**src/nvm_pkg.sv**
```systemverilog
// Constants, types and register map of the nonvolatile memory access block
// What this block does
// - Identification register shows a fixed 12-bit part identifier in bits 15..4, read only.
// - Identification register shows a fixed 4-bit silicon revision in bits 3..0.
// - Memory control register sits at register address 2Ah and resets to all zeros.
// - Control bits 7..3 carry the target register address, register map numbering.
// - Control read bits 15..13 report how often the addressed location was programmed, eight showing as seven.
// - Each location takes at most eight stores; further stores are silently ignored.
// - Control bit 12 reads as a mirror of status register bit 8.
// - Keyed write with bit 2 reloads every register whose location was ever stored from memory, address ignored.
// - Keyed write with bit 1 stores the addressed register's contents into memory.
// - Keyed write with bit 0 loads the addressed register from memory.
package nvm_pkg;
	// Register indices as printed; byte address is four times the index
	localparam logic [7:0] IDX_ID = 8'h1f;
	localparam logic [7:0] IDX_CTRL = 8'h2a;
	localparam logic [7:0] IDX_IRQ_STAT = 8'h30;
	localparam logic [7:0] IDX_IRQ_MASK = 8'h31;
	localparam logic [7:0] ADDR_ID = {IDX_ID[5:0], 2'b00};
	localparam logic [7:0] ADDR_CTRL = {IDX_CTRL[5:0], 2'b00};
	localparam logic [7:0] ADDR_IRQ_STAT = {IDX_IRQ_STAT[5:0], 2'b00};
	localparam logic [7:0] ADDR_IRQ_MASK = {IDX_IRQ_MASK[5:0], 2'b00};
	// Control word layout
	localparam logic [7:0] CMD_KEY = 8'h6a;
	localparam logic [15:0] CTRL_RESET = 16'h0000;
	localparam int KEY_MSB = 15;
	localparam int KEY_LSB = 8;
	localparam int CNT_MSB = 15;
	localparam int CNT_LSB = 13;
	localparam int CRPT_BIT = 12;
	localparam int ADR_MSB = 7;
	localparam int ADR_LSB = 3;
	localparam int GLOAD_BIT = 2;
	localparam int STORE_BIT = 1;
	localparam int SLOAD_BIT = 0;
	localparam int STATUS_CRPT_BIT = 8;
	// Memory geometry
	localparam int NVM_LOCS = 32;
	localparam int NVM_WIDTH = 16;
	localparam logic [3:0] MAX_PROGRAMS = 4'h8;
	localparam logic [4:0] LAST_LOC = 5'h1f;
	// Interrupt status bits
	localparam int IRQ_STORE_DONE = 0;
	localparam int IRQ_LOAD_DONE = 1;
	localparam int IRQ_KEY_BAD = 2;
	localparam logic [2:0] IRQ_RESET = 3'h0;
	// AHB-Lite encodings
	localparam logic [1:0] HTRANS_NONSEQ = 2'h2;
	// Sequencer states
	typedef enum logic [2:0] {
		ST_IDLE = 3'b001,
		ST_STORE = 3'b010,
		ST_GLOAD = 3'b100
	} nvm_state_t;
endpackage

```
**src/nvm_access.sv**
```systemverilog
// Nonvolatile memory access top: control register, sequencer, AHB-Lite slave
`timescale 1ns/100ps
module nvm_access import nvm_pkg::*; #(
	parameter logic [11:0] PART_ID = 12'h5a3, // Arbitrary value
	parameter logic [3:0] SILICON_REV = 4'h2 // Arbitrary value
) (
	input wire logic i_clk_sys,
	input wire logic i_reset,
	input wire logic i_clk_en,
	input wire logic i_hsel,
	input wire logic [31:0] i_haddr,
	input wire logic [1:0] i_htrans,
	input wire logic i_hwrite,
	input wire logic [2:0] i_hsize,
	input wire logic i_hready,
	input wire logic [31:0] i_hwdata,
	output logic [31:0] o_hrdata,
	output logic o_hreadyout,
	output logic o_hresp,
	input wire logic [15:0] i_status_word,
	output logic [4:0] o_reg_addr,
	input wire logic [15:0] i_reg_rdata,
	output logic o_load_we,
	output logic [4:0] o_load_addr,
	output logic [15:0] o_load_data,
	output logic o_busy,
	output logic o_irq
);
	typedef struct packed {
		nvm_state_t fsm;
		logic [4:0] ctrl_addr;
		logic [4:0] walk;
		logic [2:0] stat;
		logic [2:0] mask;
		logic [31:0] rdata;
		logic hresp;
		logic irq;
		logic busy;
		logic [4:0] reg_addr;
		logic load_we;
		logic [4:0] load_addr;
		logic [15:0] load_data;
	} nvm_top_st_t;

	localparam nvm_top_st_t TOP_RESET = '{fsm: ST_IDLE, ctrl_addr: CTRL_RESET[ADR_MSB:ADR_LSB],
		walk: 5'h00, stat: IRQ_RESET, mask: IRQ_RESET, rdata: 32'h0000_0000,
		hresp: 1'b0, irq: 1'b0, busy: 1'b0, reg_addr: 5'h00, load_we: 1'b0,
		load_addr: 5'h00, load_data: 16'h0000};

	nvm_top_st_t s;
	nvm_top_st_t next_s;
	logic bus_wr;
	logic bus_rd;
	logic [7:0] bus_addr;
	logic wr_ctrl;
	logic keyed;
	logic [4:0] cmd_addr;
	logic [4:0] a_addr;
	logic [15:0] a_data;
	logic [3:0] a_count;
	logic [15:0] b_data;
	logic [3:0] b_count;
	logic mem_we;
	logic [15:0] mem_wdata;
	logic [2:0] events;
	logic [2:0] shown_count;

	////////////////////////////////////////////////////////////////////////////////
	// Bus front end and memory array
	nvm_ahb u_ahb (
		.i_clk_sys(i_clk_sys),
		.i_reset(i_reset),
		.i_clk_en(i_clk_en),
		.i_hsel(i_hsel),
		.i_haddr(i_haddr),
		.i_htrans(i_htrans),
		.i_hwrite(i_hwrite),
		.i_hready(i_hready),
		.o_hreadyout(o_hreadyout),
		.o_wr(bus_wr),
		.o_rd(bus_rd),
		.o_addr(bus_addr)
	);

	nvm_store u_store (
		.i_clk_sys(i_clk_sys),
		.i_reset(i_reset),
		.i_clk_en(i_clk_en),
		.i_wr_en(mem_we),
		.i_wr_addr(s.reg_addr),
		.i_wr_data(mem_wdata),
		.i_a_addr(a_addr),
		.o_a_data(a_data),
		.o_a_count(a_count),
		.i_b_addr(s.walk),
		.o_b_data(b_data),
		.o_b_count(b_count)
	);

	////////////////////////////////////////////////////////////////////////////////
	// Command decode; hsize is ignored since only whole words are mapped
	assign wr_ctrl = bus_wr && bus_addr == ADDR_CTRL;
	assign keyed = i_hwdata[KEY_MSB:KEY_LSB] == CMD_KEY;
	assign cmd_addr = i_hwdata[ADR_MSB:ADR_LSB];
	// Port A follows the incoming command, otherwise the selected address
	assign a_addr = wr_ctrl ? cmd_addr : s.ctrl_addr;
	// The store captures the register one cycle after presenting its address
	assign mem_we = s.fsm == ST_STORE;
	assign mem_wdata = i_reg_rdata;
	// Three bits cannot show eight, so an exhausted location reads as seven
	assign shown_count = a_count[3] ? 3'h7 : a_count[2:0];

	////////////////////////////////////////////////////////////////////////////////
	// Sequencer, register file and interrupt logic
	always_comb begin
		next_s = s;
		next_s.load_we = 1'b0;
		next_s.hresp = 1'b0;
		events = 3'h0;
		unique case (s.fsm)
			ST_IDLE: begin
				// Commands arriving while busy are dropped, so only idle decodes
				if (wr_ctrl && !keyed) begin
					events[IRQ_KEY_BAD] = 1'b1;
				end else if (wr_ctrl) begin
					next_s.ctrl_addr = cmd_addr;
					if (i_hwdata[GLOAD_BIT]) begin
						next_s.fsm = ST_GLOAD;
						next_s.walk = 5'h00;
					end else if (i_hwdata[STORE_BIT]) begin
						if (a_count != MAX_PROGRAMS) begin
							next_s.fsm = ST_STORE;
							next_s.reg_addr = cmd_addr;
						end
					end else if (i_hwdata[SLOAD_BIT]) begin
						next_s.load_we = 1'b1;
						next_s.load_addr = cmd_addr;
						next_s.load_data = a_data;
						events[IRQ_LOAD_DONE] = 1'b1;
					end
				end
			end
			ST_STORE: begin
				next_s.fsm = ST_IDLE;
				events[IRQ_STORE_DONE] = 1'b1;
			end
			ST_GLOAD: begin
				// Locations never stored keep their present register value
				if (b_count != 4'h0) begin
					next_s.load_we = 1'b1;
					next_s.load_addr = s.walk;
					next_s.load_data = b_data;
				end
				next_s.walk = s.walk + 5'h01;
				if (s.walk == LAST_LOC) begin
					next_s.fsm = ST_IDLE;
					events[IRQ_LOAD_DONE] = 1'b1;
				end
			end
		endcase
		next_s.busy = next_s.fsm != ST_IDLE;
		// Read data are built in the wait cycle; unmapped reads give zero
		if (bus_rd) begin
			unique case (bus_addr)
				ADDR_ID: next_s.rdata = {16'h0000, PART_ID, SILICON_REV};
				ADDR_CTRL: next_s.rdata = {16'h0000, shown_count,
					i_status_word[STATUS_CRPT_BIT], 4'h0, s.ctrl_addr, 3'h0};
				ADDR_IRQ_STAT: next_s.rdata = {29'h0, s.stat};
				ADDR_IRQ_MASK: next_s.rdata = {29'h0, s.mask};
				default: next_s.rdata = 32'h0000_0000;
			endcase
		end
		// Writes to the identification register and unmapped addresses fall through
		if (bus_wr && bus_addr == ADDR_IRQ_STAT) begin
			next_s.stat = s.stat & ~i_hwdata[2:0];
		end
		if (bus_wr && bus_addr == ADDR_IRQ_MASK) begin
			next_s.mask = i_hwdata[2:0];
		end
		// New events win over a clear in the same cycle
		next_s.stat = next_s.stat | events;
		next_s.irq = |(next_s.stat & next_s.mask);
	end

	always_ff @(posedge i_clk_sys or posedge i_reset) begin
		if (i_reset) begin
			s <= TOP_RESET;
		end else if (i_clk_en) begin
			s <= next_s;
		end
	end

	// Outputs straight from the state flops
	assign o_hrdata = s.rdata;
	assign o_hresp = s.hresp;
	assign o_reg_addr = s.reg_addr;
	assign o_load_we = s.load_we;
	assign o_load_addr = s.load_addr;
	assign o_load_data = s.load_data;
	assign o_busy = s.busy;
	assign o_irq = s.irq;
endmodule // nvm_access

```
**src/nvm_store.sv**
```systemverilog
// Nonvolatile memory array with per-location program counters
`timescale 1ns/100ps
module nvm_store import nvm_pkg::*; (
	input wire logic i_clk_sys,
	input wire logic i_reset,
	input wire logic i_clk_en,
	input wire logic i_wr_en,
	input wire logic [4:0] i_wr_addr,
	input wire logic [15:0] i_wr_data,
	input wire logic [4:0] i_a_addr,
	output logic [15:0] o_a_data,
	output logic [3:0] o_a_count,
	input wire logic [4:0] i_b_addr,
	output logic [15:0] o_b_data,
	output logic [3:0] o_b_count
);
	typedef struct packed {
		logic [NVM_LOCS-1:0][NVM_WIDTH-1:0] mem;
		logic [NVM_LOCS-1:0][3:0] cnt;
	} nvm_store_st_t;

	nvm_store_st_t s;
	nvm_store_st_t next_s;

	////////////////////////////////////////////////////////////////////////////////
	// Write stores the word and bumps the counter; the caller enforces the limit
	always_comb begin
		next_s = s;
		if (i_wr_en) begin
			next_s.mem[i_wr_addr] = i_wr_data;
			next_s.cnt[i_wr_addr] = s.cnt[i_wr_addr] + 4'h1;
		end
	end

	// Two asynchronous read ports, one for commands and one for the reload walk
	assign o_a_data = s.mem[i_a_addr];
	assign o_a_count = s.cnt[i_a_addr];
	assign o_b_data = s.mem[i_b_addr];
	assign o_b_count = s.cnt[i_b_addr];

	// Reset stands in for a freshly erased part
	always_ff @(posedge i_clk_sys or posedge i_reset) begin
		if (i_reset) begin
			s <= '0;
		end else if (i_clk_en) begin
			s <= next_s;
		end
	end
endmodule // nvm_store

```
**src/nvm_ahb.sv**
```systemverilog
// AHB-Lite slave front end: captures address phases, one wait state on reads
`timescale 1ns/100ps
module nvm_ahb import nvm_pkg::*; (
	input wire logic i_clk_sys,
	input wire logic i_reset,
	input wire logic i_clk_en,
	input wire logic i_hsel,
	input wire logic [31:0] i_haddr,
	input wire logic [1:0] i_htrans,
	input wire logic i_hwrite,
	input wire logic i_hready,
	output logic o_hreadyout,
	output logic o_wr,
	output logic o_rd,
	output logic [7:0] o_addr
);
	typedef struct packed {
		logic wr;
		logic rd;
		logic ready;
		logic [7:0] addr;
	} nvm_ahb_st_t;

	nvm_ahb_st_t s;
	nvm_ahb_st_t next_s;
	logic take;

	////////////////////////////////////////////////////////////////////////////////
	// Any NONSEQ or SEQ is taken; the read waits a cycle so data leave a flop
	assign take = i_hsel && i_htrans[1] && i_hready;

	always_comb begin
		next_s = s;
		next_s.wr = 1'b0;
		next_s.rd = 1'b0;
		next_s.ready = 1'b1;
		if (take) begin
			next_s.addr = i_haddr[7:0];
			next_s.wr = i_hwrite;
			next_s.rd = !i_hwrite;
			next_s.ready = i_hwrite;
		end
	end

	assign o_hreadyout = s.ready;
	assign o_wr = s.wr;
	assign o_rd = s.rd;
	assign o_addr = s.addr;

	always_ff @(posedge i_clk_sys or posedge i_reset) begin
		if (i_reset) begin
			s <= '{wr: 1'b0, rd: 1'b0, ready: 1'b1, addr: 8'h00};
		end else if (i_clk_en) begin
			s <= next_s;
		end
	end
endmodule // nvm_ahb

```
**config.mk**
```make
export PLATFORM = sky130hd
export DESIGN_NAME = nvm_access
export DESIGN_NICKNAME = d
export VERILOG_FILES = /design/src/nvm_pkg.sv /design/src/nvm_access.sv /design/src/nvm_store.sv /design/src/nvm_ahb.sv
export SDC_FILE = /design/constraint.sdc
export NUM_CORES = 2
export LEC_CHECK = 0
export BUFFER_PORTS_ARGS = -buffer_cell sky130_fd_sc_hd__buf_2
export CORE_MARGIN = 1
export CORE_UTILIZATION = 30
export DETAILED_ROUTE_END_ITERATION = 12
export SLEW_MARGIN = 10
export SYNTH_ARGS = -nofsm -noshare
export SYNTH_HDL_FRONTEND = slang
export SYNTH_SLANG_ARGS = --single-unit
export TNS_END_PERCENT = 30
```
**constraint.sdc**
```tcl
create_clock -name i_clk_sys -period 67.4 [get_ports i_clk_sys]
set_input_delay 13.48 -clock i_clk_sys [delete_from_list [all_inputs] [get_ports i_clk_sys]]
set_output_delay 13.48 -clock i_clk_sys [all_outputs]
set_load 0.02 [all_outputs]
```
==> impl_metrics.ini <==
[status]
status = finished clean

[synth]
synth.most_common_cell = dfrtp_1
ys.flop_type = dfrtp_1
synth_top_family_by_area = multiplexers
synth_mux_area_share_pct = 38.7
synth-xor-area-share_pct = 0.0442
synthArstFlopShare_pct = 100
synth-edff-count = 0
yosysTopAreaCell = dfrtp_1
ys_warn_count = 0
yosys-top-cells-count = 710 x dfrtp_1, 645 x mux2_2, 339 x mux4_2
avgSynthCellArea_um2 = 13.4
seq_area_frac_synth_pct = 45.0
synthDistinctLibCells = 79
synthSimpleGateAreaFrac_pct = 6.68
netlist.area_leader.share_pct = 44.9
synth-adder-area-share_pct = 0.0948
synth-seq-cells = 712
synthCells = 2958
synth_area_leaders = dfrtp_1 45%, mux4_2 19%, mux2_2 18%, nand2_1 2.4%, clkbuf_1 2.2%
synth-compound-area-share_pct = 5.29
syn_area_um2 = 39600

[route]
routed_via_density = 5.78
drt_iter0_drc = 2902
ant_nets = 0
vias = 26800
wl_per_cell_um = 26.7
postRouteWirelength_um = 124000
dr.pass1.iters = 5
drcViolationCount = 0

[floorplan]
core_area_um2 = 130000
die_x_um = 365
rows = 132
die_h_um = 365
start_util_pct = 30.4
dieArea_um2 = 133000
pin_count = 170

[timing]
hold_violations = 0
max_freq_mhz = 56.0
post-route-period-util_pct = 26.5
slew_viol_final = 0
tightest_slew_ns = 1.20
slew-limit-headroom_pct = 19.9
grt_setup_unrepaired = no
tns_ns = 0
skew_ns = 0.0283
setup_ws_ns = 49.56
finalSetupViolCount = 0
period_minus_slack_ns = 17.84

[worst_setup_path]
path_max_fanout = 44
cp-startpoint = i_hwdata[7]
crit_required_ns = 67.94
cp-end-kind = flop
worstSetupStartpointType = primary input
regToRegStartpoint = u_ahb.o_addr[2]
cpMaxStageDelayCell = a2111oi_0
cp.arrival_ns = 18.38
crit_chain = buf_2 -> inv_1 -> nor4_4 -> or2_2 -> buf_4 -> a211oi_1 -> a2111oi_0 -> nor4_2 -> o41ai_1 -> nor2_1 -> o31a_1
crit_type = in -> reg
cp_slowest_stage_delay_ns = 0.83

[placed_design]
place_hpwl_um = 69200
place_ws_ns = 48.97
gp_congestion = 0.868
placedCellCount = 4509
portBuffers = 91

[clock_network]
clkTransAtPathRegs_ns = 0.06
h-tree-depth = 3
cts.sink_count = 712
cts_root_buf = clkbuf_16
cts_made_buffers = 75
post_cts.repair.setup_buffers = 0
clockBufferDepth = 3
clk_latency_ns = 0.66
cts_tree = built
cts_resized = 0
cts_hold_buf = 0

[global_route]
grt_max_degree = 176
grt_overflow = 0
grt_use_total_pct = 18.6
grt_first_pass_wirelength_um = 184000
grt_pass1_vias = 26500
antenna_found_initial = 8

[hold_path]
hold_start = o_hrdata[15]
hp-class = reg -> reg

[power]
power_density_nw_per_um2 = 20.2
total_power_w = 0.000888
ir_drop_uv = 18.1
p_leak_nw = 19.1

[job]
maxCapViolCount = 0

[cells_and_area]
utilization_pct = 33.7
area_growth_syn_to_layout_pct = 10.8
final_nets = 2954
fin_cells = 4642
drive_gt1_share_pct = 45.2
-- power breakdown --
part	leakage, nW	internal (W)	total [W]	switching (W)
Combinational	8.02	0.00000564	0.0000282	0.0000225
Sequential	9.89	0.000429	0.000431	0.00000203
Clock	1.21	0.000248	0.000429	0.000180
-- state kept, by name, summed over array words and instances (netlist names), 5 cells and up --
signal and cells:
o_hrdata 13, u_ahb.o_addr 8, u_store.s 640, o_load_data 16, o_load_addr 5, o_reg_addr 5
s 19
-- layout make-up --
class | instances | area (um^2)
fill | 12700 | 86400
multi-input combinational | 1895 | 20400
sequential | 712 | 17800
clock buffer | 114 | 2190
tap | 1742 | 2180
timing repair buffer | 146 | 906
clock inverter | 17 | 285
inverter | 14 | 60.1
antenna | 2 | 5.00
-- per-layer routing --
| metal | vias to the layer above | share of wire (%) | track usage (%) |
|---|---|---|---|
| met1 | 14300 | 44 | 26.5 |
| met3 | 250 | 8.8 | 4.50 |
| met4 | 4 | 3.2 | 6.02 |
| li1 | 11000 | - | - |
| met2 | 1265 | 44 | 27.8 |
| met5 | - | 0.020 | 0 |
-- per-stage QoR --
step                hold WS, ns  instance area, um^2
floorplan                 0.440                39700
global placement          0.458                41400
detailed placement        0.461                41400
CTS                       0.476                43900
global route              0.506                43900
finish                    0.473                43900
-- cell usage in the layout, fill, tap and decap left out, drive strengths merged, types with 25 or more instances in the layout --
cell type,netlist,layout
a21oi,41,41
a311oi,25,25
a31oi,30,30
and3,42,42
buf,121,146
clkbuf,234,114
dfrtp,710,710
mux2,650,650
mux2i,36,36
mux4,339,339
nand2,252,252
nand3,81,81
nor2,52,52
nor4,35,35
o21ai,81,81
-- path summary, 6_finish.rpt --
kind                              endpoint  slack [ns]  cells after the start
setup / recovery                    o_busy       49.56                     11
hold / removal                o_hrdata[15]        0.47                      2
setup reg to reg                    o_busy       61.35                     10
hold reg to reg               o_hrdata[15]        0.47                      2
max in group asynchronous  u_ahb.o_addr[0]       51.50                      5
min in group asynchronous   u_store.s[242]       12.98                      2
-- kinds of logic (layout without fill, tap and decap cells) --
logic type | after synthesis | count (layout)
xor+xnor | 2 | 2
simple gates | 542 | 542
flops | 712 | 712
mux | 1025 | 1025
compound gates | 304 | 304
other cells | 1 | 21
buf+inv | 369 | 291
fa+ha+maj | 3 | 3
-- worst max-delay path: cells and delay by family --
family	cells	cell delay, ns
AOI/OAI and AO/OA	4	2.26
and+or+nand+nor	4	1.57
buffers and inverters	3	1.03
Power figures use the tool's default switching activity.
